--- config.mk ---
export PLATFORM = sky130hd
export DESIGN_NAME = pei_event_ctl
export DESIGN_NICKNAME = d
export VERILOG_FILES = /design/src/pkg/pei_pkg.sv /design/src/logic/pei_flag_cell.sv /design/src/logic/pei_event_ctl.sv
export SDC_FILE = /design/constraint.sdc
export NUM_CORES = 1
export LEC_CHECK = 0
export BUFFER_PORTS_ARGS = -buffer_cell sky130_fd_sc_hd__buf_2
export CAP_MARGIN = 20
export CORE_MARGIN = 3
export CORE_UTILIZATION = 51
export CTS_BUF_LIST = sky130_fd_sc_hd__clkbuf_8 sky130_fd_sc_hd__clkbuf_16
export CTS_CLUSTER_SIZE = 14
export DETAILED_ROUTE_END_ITERATION = 10
export MAX_ROUTING_LAYER = met4
export PLACE_DENSITY = 0.87
export SETUP_SLACK_MARGIN = 0.2
export SYNTH_ARGS = -nofsm -noshare
export SYNTH_HDL_FRONTEND = slang
export SYNTH_SLANG_ARGS = --single-unit
export TNS_END_PERCENT = 50
--- constraint.sdc ---
create_clock -name clk_i -period 1.8 [get_ports clk_i]
set_clock_uncertainty 0.2 [all_clocks]
set_input_delay 0.36 -clock clk_i [delete_from_list [all_inputs] [get_ports clk_i]]
set_output_delay 0.36 -clock clk_i [all_outputs]
set_load 0.05 [all_outputs]
--- src/pkg/pei_pkg.sv ---
// Package for the event interrupt and sleep control block.
// Assumes a register port decoded by an upstream management frame engine.
package pei_pkg;
    localparam int          REG_AW            = 5;
    localparam int          REG_DW            = 16;
    localparam int          EVT_N             = 11;
    localparam logic [4:0]  ADDR_IRQ_ENABLE   = 5'h16;
    localparam logic [4:0]  ADDR_IRQ_FLAGS    = 5'h17;
    localparam logic [4:0]  ADDR_FIFO_SLEEP   = 5'h18;
    // Control bit positions in the enable register
    localparam int          BIT_READ_CLEAR    = 14;
    localparam int          BIT_RESETUP       = 11;
    // Event bit positions shared by enable and flag registers
    localparam int          EVT_LINK_UP       = 0;
    localparam int          EVT_REMOTE_FAULT  = 1;
    localparam int          EVT_LINK_DOWN     = 2;
    localparam int          EVT_LP_ACK        = 3;
    localparam int          EVT_PD_FAULT      = 4;
    localparam int          EVT_PAGE_RX       = 5;
    localparam int          EVT_RX_ERROR      = 6;
    localparam int          EVT_JABBER        = 7;
    localparam int          EVT_AN_DONE       = 8;
    localparam int          EVT_SLEEP_ENTER   = 9;
    localparam int          EVT_SLEEP_WAKE    = 10;
    // Fifo and sleep register fields
    localparam int          FIFO_HALF_LSB     = 12;
    localparam int          FIFO_HALF_W       = 4;
    localparam logic [3:0]  FIFO_HALF_RST     = 4'h2;
    localparam logic [3:0]  FIFO_HALF_BIAS    = 4'h3;
    localparam int          BIT_SLEEP_EN      = 8;
    localparam int          BIT_PLL_SLEEP     = 7;
    localparam int          BIT_RX_SLEEP      = 6;
    localparam int          BIT_TX_SLEEP      = 5;
    localparam int          BIT_CDR_SLEEP     = 4;
    localparam logic [15:0] IRQ_ENABLE_RST    = 16'h0000;
    localparam logic [15:0] IRQ_ENABLE_MASK   = 16'hffff;
    localparam logic [15:0] FIFO_SLEEP_MASK   = 16'hf1f0;
    localparam logic [15:0] FIFO_SLEEP_RST    = 16'h2000;

    typedef struct packed {
        logic              wr;
        logic              rd;
        logic [REG_AW-1:0] addr;
        logic [REG_DW-1:0] wdata;
    } pei_req_t;

    typedef struct packed {
        logic pll_off;
        logic rx_off;
        logic tx_off;
        logic cdr_off;
    } pei_pwr_t;
endpackage

--- src/logic/pei_flag_cell.sv ---
// One sticky event flag with write-1 and read clearing.
// Assumes event and condition are synchronous to clk_i.
`timescale 1ns/10ps
module pei_flag_cell (
    input  wire logic clk_i,
    input  wire logic rst_n_i,
    input  wire logic event_i,
    input  wire logic cond_i,
    input  wire logic w1c_i,
    input  wire logic rd_clr_i,
    input  wire logic resetup_i,
    output logic      flag_o
);
    logic flag_ff;
    logic nxt_flag;

    always_comb begin
        nxt_flag = flag_ff;
        // RULE_18: clear on read
        if (rd_clr_i) begin
            nxt_flag = 1'b0;
        end
        // RULE_01: write-1 clear, skipped when re-setup is on and the condition is pending
        if (w1c_i) begin
            nxt_flag = 1'b0;
            // RULE_02: pending condition keeps flag
            if (resetup_i && cond_i) begin
                nxt_flag = flag_ff;
            end
        end
        // RULE_20: set wins regardless of enable
        if (event_i) begin
            nxt_flag = 1'b1;
        end
    end

    always_ff @(posedge clk_i) begin
        if (!rst_n_i) begin
            flag_ff <= 1'b0;
        end else begin
            flag_ff <= nxt_flag;
        end
    end

    assign flag_o = flag_ff;
endmodule

--- src/logic/pei_event_ctl.sv ---
// Event interrupt enables, flags and deep sleep enables of the PHY.
// Assumes req_i comes decoded from the management frame engine, one cycle per access.
// Behaviour
// RULE_01: Re-setup off: writing 1 to a flag always clears it.
// RULE_02: Re-setup on: write 1 keeps flag while its condition persists.
// RULE_03: Bits 10 and 9 enable and record sleep wake and entry.
// RULE_04: Bit 0 enables and records link up; flag self-clears (here it stays set until a write-1 or read clear).
// RULE_05: Bit 8 enables and records negotiation done; flag resets zero.
// RULE_06: Bit 7 enables and records jabber.
// RULE_07: Bit 6 enables and records receive error.
// RULE_08: Bit 5 enables and records page received.
// RULE_09: Bit 4 enables and records parallel detect fault.
// RULE_10: Bit 3 enables and records link partner acknowledge.
// RULE_11: Bit 2 enables and records link down.
// RULE_12: Bit 1 enables and records remote fault; flag bits 15..11 read zero.
// RULE_13: PLL powers down in deep sleep when its option is set.
// RULE_14: Receive block powers down in deep sleep when its option set.
// RULE_15: Transmit converter powers down in deep sleep when option set.
// RULE_16: Clock recovery powers down in deep sleep when option set.
// RULE_17: Fifo half level is (n+3)*2 bits; field resets to 2.
// RULE_18: Read-clear option makes a flag read clear the flags.
// RULE_19: Interrupt asserts while any enabled flag is set.
// RULE_20: Flags set regardless of their enable bit.
`timescale 1ns/10ps
module pei_event_ctl #(
    parameter int EVT_W = pei_pkg::EVT_N
) (
    input  wire logic                  clk_i,
    input  wire logic                  rst_n_i,
    input  wire pei_pkg::pei_req_t     req_i,
    output logic [pei_pkg::REG_DW-1:0] rdata_o,
    input  wire logic [EVT_W-1:0]      event_i,
    input  wire logic [EVT_W-1:0]      cond_i,
    input  wire logic                  sleep_active_i,
    output logic                       sleep_enable_o,
    output pei_pkg::pei_pwr_t          pwr_off_o,
    output logic [5:0]                 fifo_half_bits_o,
    output logic                       irq_o
);
    import pei_pkg::*;

    logic [REG_DW-1:0] enable_ff;
    logic [REG_DW-1:0] nxt_enable;
    logic [REG_DW-1:0] fifo_sleep_ff;
    logic [REG_DW-1:0] nxt_fifo_sleep;
    logic [REG_DW-1:0] rdata_ff;
    logic [REG_DW-1:0] nxt_rdata;
    logic [5:0]        half_ff;
    logic [5:0]        nxt_half;
    pei_pwr_t          pwr_ff;
    pei_pwr_t          nxt_pwr;
    logic              irq_ff;
    logic              nxt_irq;
    logic [EVT_W-1:0]  flags;
    logic              flag_wr;
    logic              flag_rd_clr;

    function automatic logic hit(input pei_req_t r, input logic [REG_AW-1:0] a);
        return r.addr == a;
    endfunction

    assign flag_wr     = req_i.wr && hit(req_i, ADDR_IRQ_FLAGS);
    // RULE_18: read of flags clears when enabled
    assign flag_rd_clr = req_i.rd && hit(req_i, ADDR_IRQ_FLAGS) && enable_ff[BIT_READ_CLEAR];

    // One flag cell per event bit
    // RULE_03: sleep wake, entry flags
    // RULE_04: link up flag
    // RULE_05: negotiation done flag
    // RULE_06: jabber flag
    // RULE_07: receive error flag
    // RULE_08: page received flag
    // RULE_09: parallel detect flag
    // RULE_10: partner acknowledge flag
    // RULE_11: link down flag
    // RULE_12: remote fault flag
    for (genvar g = 0; g < EVT_W; g++) begin : g_flag
        pei_flag_cell u_cell (
            .clk_i     (clk_i),
            .rst_n_i   (rst_n_i),
            .event_i   (event_i[g]),
            .cond_i    (cond_i[g]),
            .w1c_i     (flag_wr && req_i.wdata[g]),
            .rd_clr_i  (flag_rd_clr),
            .resetup_i (enable_ff[BIT_RESETUP]),
            .flag_o    (flags[g])
        );
    end

    always_comb begin
        nxt_enable     = enable_ff;
        nxt_fifo_sleep = fifo_sleep_ff;
        if (req_i.wr && hit(req_i, ADDR_IRQ_ENABLE)) begin
            nxt_enable = req_i.wdata & IRQ_ENABLE_MASK;
        end
        if (req_i.wr && hit(req_i, ADDR_FIFO_SLEEP)) begin
            nxt_fifo_sleep = req_i.wdata & FIFO_SLEEP_MASK;
        end
    end

    always_comb begin
        nxt_rdata = rdata_ff;
        if (req_i.rd) begin
            case (req_i.addr)
                ADDR_IRQ_ENABLE: nxt_rdata = enable_ff;
                // RULE_12: upper flag bits read zero
                ADDR_IRQ_FLAGS:  nxt_rdata = {{(REG_DW-EVT_W){1'b0}}, flags};
                ADDR_FIFO_SLEEP: nxt_rdata = fifo_sleep_ff;
                default:         nxt_rdata = '0;
            endcase
        end
    end

    always_comb begin
        // RULE_17: half level from field
        nxt_half = 6'((fifo_sleep_ff[FIFO_HALF_LSB +: FIFO_HALF_W] + FIFO_HALF_BIAS) * 2);
        // RULE_13: PLL sleep gating
        nxt_pwr.pll_off = sleep_active_i && fifo_sleep_ff[BIT_SLEEP_EN] && fifo_sleep_ff[BIT_PLL_SLEEP];
        // RULE_14: receive block gating
        nxt_pwr.rx_off  = sleep_active_i && fifo_sleep_ff[BIT_SLEEP_EN] && fifo_sleep_ff[BIT_RX_SLEEP];
        // RULE_15: transmit converter gating
        nxt_pwr.tx_off  = sleep_active_i && fifo_sleep_ff[BIT_SLEEP_EN] && fifo_sleep_ff[BIT_TX_SLEEP];
        // RULE_16: clock recovery gating
        nxt_pwr.cdr_off = sleep_active_i && fifo_sleep_ff[BIT_SLEEP_EN] && fifo_sleep_ff[BIT_CDR_SLEEP];
        // RULE_19: any enabled flag
        nxt_irq = |(flags & enable_ff[EVT_W-1:0]);
    end

    always_ff @(posedge clk_i) begin
        if (!rst_n_i) begin
            enable_ff     <= IRQ_ENABLE_RST;
            // RULE_17: field resets to two
            fifo_sleep_ff <= FIFO_SLEEP_RST;
            rdata_ff      <= '0;
            half_ff       <= '0;
            pwr_ff        <= '0;
            irq_ff        <= 1'b0;
        end else begin
            enable_ff     <= nxt_enable;
            fifo_sleep_ff <= nxt_fifo_sleep;
            rdata_ff      <= nxt_rdata;
            half_ff       <= nxt_half;
            pwr_ff        <= nxt_pwr;
            irq_ff        <= nxt_irq;
        end
    end

    assign rdata_o          = rdata_ff;
    assign sleep_enable_o   = fifo_sleep_ff[BIT_SLEEP_EN];
    assign pwr_off_o        = pwr_ff;
    assign fifo_half_bits_o = half_ff;
    assign irq_o            = irq_ff;
endmodule

### Word-level counts from Yosys, hierarchy flattened

Cells that the tools add are included.

* add/sub/neg operators: 1
* eq/ne operators: 14
* multiplexer cells: 35
* bitwise gates (word level): 1
* reductions and logical operators: 55

Operators by type and width (number)
* case mux 16 bit (3 select lines): 1
* 2-to-1 mux 1 bit: 34
* inequality test 3 bit (second input constant): 11
* nonzero test 3 bit: 11
* logical AND 1 bit: 32
* AND reduction 2 bit: 11
* equality test 5 bit (second input constant): 3
* bitwise AND 11 bit: 1
* OR reduction 11 bit: 1
* adder 4 x 2 -> 5 bit (second input constant): 1

* flip-flop bits (word level): 63
* bits of input ports: 48
* output and inout port bits: 28

### Logic depth before layout (Yosys ltp)

* depth in word-level cells: 6
* depth in mapped cells: 7
* depth with buffers taken out: 4

### By module

A second synthesis with hierarchy kept.

* cell total of the unflattened synthesis: 279
* area total of the unflattened synthesis: 2667.6 µm²

Modules (own cells, without submodules)
* pei_event_ctl: instances 1, cells each 224, area an instance 2130.8 µm², seq. area each 1021.0 µm²
* pei_flag_cell: instances 11, cells each 5, area an instance 48.8 µm², seq. area each 20.0 µm²

### Least setup slack after synthesis

Ideal clock, no wire load.

* path kind: input -> register
* start: in req_i[16] (netlist name)
* end: reg rdata_ff[0] (netlist: rdata_o[0])
* setup time: 67 ps
* arrival: 1444 ps
* data required time: 1533 ps
* setup slack: 89 ps
* cell stages on the path: 5
* cells stage by stage: buf_6 nor4b_4 o2111ai_4 or2_4 o21ai_2

* longest elaborated chain between the ends: 2

RTL lines
* start, declared: RTL line pei_event_ctl.sv:30 `input wire pei_pkg::pei_req_t req_i,`
* equality test 5 bit: RTL line pei_event_ctl.sv:104 `case (req_i.addr)`
* case mux 16 bit (3 select lines) (*): RTL line pei_event_ctl.sv:104
* end signal, assigned: RTL line pei_event_ctl.sv:141 `rdata_ff <= nxt_rdata;`
* end, declared: RTL line pei_event_ctl.sv:46 `logic [REG_DW-1:0] rdata_ff;`

Mark *: on every way between the ends. The rest lies on a longest branch, timed or not.
A chain may end at the register's enable or synchronous reset.

### Worst setup path after layout

* start: reg fifo_sleep_ff[8]
* end: out sleep_enable_o

RTL lines
* start, declared: RTL line pei_event_ctl.sv:44 `logic [REG_DW-1:0] fifo_sleep_ff;`
* start signal, assigned: RTL line pei_event_ctl.sv:140 `fifo_sleep_ff <= nxt_fifo_sleep;`
* end, declared: RTL line pei_event_ctl.sv:35 `output logic sleep_enable_o,`

No word-level cell between the ends.

==> results.py <==
metrics = {
    "yosys": {
        "yosys.area_share.simple": 0.2390,
        "syn-num-nets": 375,
        "synth_xor_xnor_area_share": 0.006601,
        "syn_area_um2": 2654,
        "ys_ff_latch": 62,
        "synthAdderAreaFrac": 0.004715,
        "synthMuxAreaShare": 0.06035,
        "synth_compound_area_frac": 0.1782,
        "synth_top_family_by_area": "simple AND/OR/NAND/NOR gates",
        "syn-mean-instance-area_um2": 8.140,
        "ys_warn_count": 0,
        "syn_inst": 326,
        "yosysUniqueCellTypes": 36,
        "ys_seq_area_frac": 0.4677,
    },
    "drt": {
        "postRouteWirelength_um": 6874,
        "drc_errors": 0,
        "vias": 2569,
        "drtIter0Drc": 174,
        "first_pass_iters": 5,
        "ant_nets": 0,
        "wl_per_cell_um": 14.50,
        "routed_via_density": 5.420,
    },
    "die": {
        "die_w_um": 78.14,
        "die_area_um2": 6105,
        "io_pins": 76,
        "die_h_um": 78.14,
        "rows": 25,
        "initial_core_util": 0.5438,
        "core_area_um2": 4880,
    },
    "worst_hold_path": {
        "hold_path_class": "in2reg",
    },
    "finish": {
        "post-route-util": 0.6782,
        "finalNonFillerCells": 474,
        "drive_above_1_share": 0.2727,
        "nNetsFinal": 453,
        "syn_to_final_growth_pct": 24.71,
        "fin_area_um2": 3309,
        "antenna_cells": 0,
    },
    "timing": {
        "setup_violations": 0,
        "rsz0062_at_grt": "no",
        "period_needed_ns": 1.552,
        "slew_violations": 0,
        "fmax_mhz": 644.3,
        "hold_violations": 0,
        "fin_crit_sh": 0.8623,
        "fin_setup_tns_ns": 0,
    },
    "power": {
        "powerDensity_nw_per_um2": 856.2,
        "total_power_mw": 2.833,
        "p_leak_nw": 1.483,
        "ir_worst_vdd_v": 0.0004347,
    },
    "worst_setup_path": {
        "crit_family": "flip-flops",
        "critical-path-max-stage-delay_ns": 0.41,
        "required_ns": 1.24,
        "crit_fanout": 4,
        "ff2ff_setup_slack_ns": 0.47,
        "cp-end-kind": "primary output",
        "start_kind": "register",
        "crit_buf_inv": 1,
        "crit_arrival_ns": 0.99,
        "crit_type": "reg2out",
        "cp_slowest_cell": "dfxtp_1",
        "worstPathCellList": "buf_4",
    },
    "clocking": {
        "clk_transition_reported_paths_ns": 0.07,
        "cts_root_buffer": "clkbuf_8",
        "postCtsHoldBufs": 0,
        "cts_buffers": 9,
        "htree_levels": 3,
        "clkSinkCount": 62,
        "cts_tree": "done",
        "clock_path_buffers": 2,
        "clkLatencyLatePin_ns": 0.35,
    },
    "placement": {
        "gp_congestion": 0.8760,
        "hpwlAfterDp_um": 5021,
        "portBuffers": 74,
        "place_area_um2": 3114,
        "dp.cells": 460,
    },
    "global_route": {
        "antenna_found_initial": 0,
        "grt_max_degree": 32,
        "overflow": 0,
        "grt_pass1_wl_um": 11070,
        "track_usage": 0.2379,
        "grt_pass1_vias": 2322,
    },
    "flow_run": {
        "max_cap_violations": 0,
    },
    "run_status": {
        "outcome": "finished, final reports clean",
    },
}
-- synth_stat cells (all sizes together) --
cell / n / share of area
a21oi: 36 / 0.068
a221oi: 2 / 0.0066
a222oi: 1 / 0.0038
a22o: 2 / 0.0066
a22oi: 4 / 0.011
a31oi: 1 / 0.0024
and2: 5 / 0.012
and3: 2 / 0.0047
and3b: 1 / 0.0033
and4b: 1 / 0.0038
buf: 8 / 0.020
clkbuf: 11 / 0.016
conb: 1 / 0.0014
dfxtp: 62 / 0.47
ha: 1 / 0.0047
inv: 4 / 0.0057
mux2i: 16 / 0.060
nand2: 96 / 0.14
nand2b: 1 / 0.0024
nand3: 9 / 0.019
nand4: 1 / 0.0024
nand4b: 1 / 0.0033
nor2: 27 / 0.038
nor3: 1 / 0.0019
nor4b: 1 / 0.0090
o2111ai: 1 / 0.0099
o21ai: 16 / 0.039
o31ai: 11 / 0.031
or2: 1 / 0.0033
xor2: 2 / 0.0066
-- sequential cells by signal (all words and copies together), names as in the netlist --
signal / cells
g_flag.u_cell.flag_o: 11
enable_ff: 16
fifo_sleep_ff: 9
irq_o: 1
fifo_half_bits_o: 5
pwr_off_o: 4
rdata_o: 16
-- metrics by stage --
step	worst slack, ns	hold slack, ns
finish	0.2478	0.008317
global route	0.2147	0.01817
CTS	0.2580	0.005365
detailed placement	-0.02345	0.2387
global placement	0.09280	0.2327
floorplan	0.1073	0.2342
-- placed cells by master, fill, tap and decap left out, types with 2 or more instances in the layout --
cell type / instances
o21ai_2: 6
inv_1: 4
dfxtp_1: 62
nor2_1: 27
buf_2: 73
and2_1: 4
o21ai_0: 10
a21oi_1: 36
clkbuf_8: 14
and3_1: 2
xor2_1: 2
nand3_1: 8
a221oi_1: 2
a22oi_1: 4
a22o_1: 2
o31ai_1: 11
mux2i_1: 16
buf_4: 12
nand2_1: 96
-- cell type report --
| type | count | area (um^2) |
|---|---|---|
| repair buffers | 86 | 475.5 |
| clock buffers | 14 | 192.7 |
| well taps | 67 | 83.83 |
| fillers | 406 | 1570 |
| multi-input cells | 241 | 1301 |
| inverters | 4 | 15.01 |
| flip-flops and latches | 62 | 1241 |
-- layer usage --
metal,up-vias,GRT usage,wire length [um]
li1,1255,-,-
met1,1175,0.2966,2954
met2,115,0.3622,3182
met3,24,0.04702,511
met4,0,0.1329,227
met5,-,-,0
-- worst reg2reg max path, stage by stage (launching register included) --
cell	delay, ns
dfxtp_1	0.45
buf_4	0.21
nand2_1	0.06
nand2_1	0.06
nor2_1	0.03
o31ai_1	0.23
-- final timing paths --
path	cells past startpoint	end	start
hold / removal	3	g_flag[0].u_cell.flag_o	event_i[0]
hold reg to reg	2	rdata_o[0]	rdata_o[0]
setup / recovery	1	sleep_enable_o	fifo_sleep_ff[8]
setup reg to reg	5	g_flag[10].u_cell.flag_o	enable_ff[11]
-- logic make-up (layout without fill, tap and decap cells) --
family                     count (synthesis)  count (layout)
buffers and inverters                     23             104
adders and majority gates                  1               1
xor gates and xnor gates                   2               2
DFF                                       62              62
and+or+nand+nor                          147             147
other                                      1               1
muxes                                     16              16
AOI/OAI and AO/OA                         74              74
-- timing repair --
| item | in CTS | in global routing |
|---|---|---|
| resized for setup | 1 | 0 |
| buffers inserted | 0 | 0 |
| endpoints found under the hold margin | 0 | 0 |
| endpoints found under the setup margin | 1 | 0 |
-- where the power goes --
part           switching (mW)  internal [mW]
Combinational           0.139         0.0890
Clock                   0.504          0.673
Sequential             0.0244           1.40
Note: power is estimated with default switching activity, not from simulation.
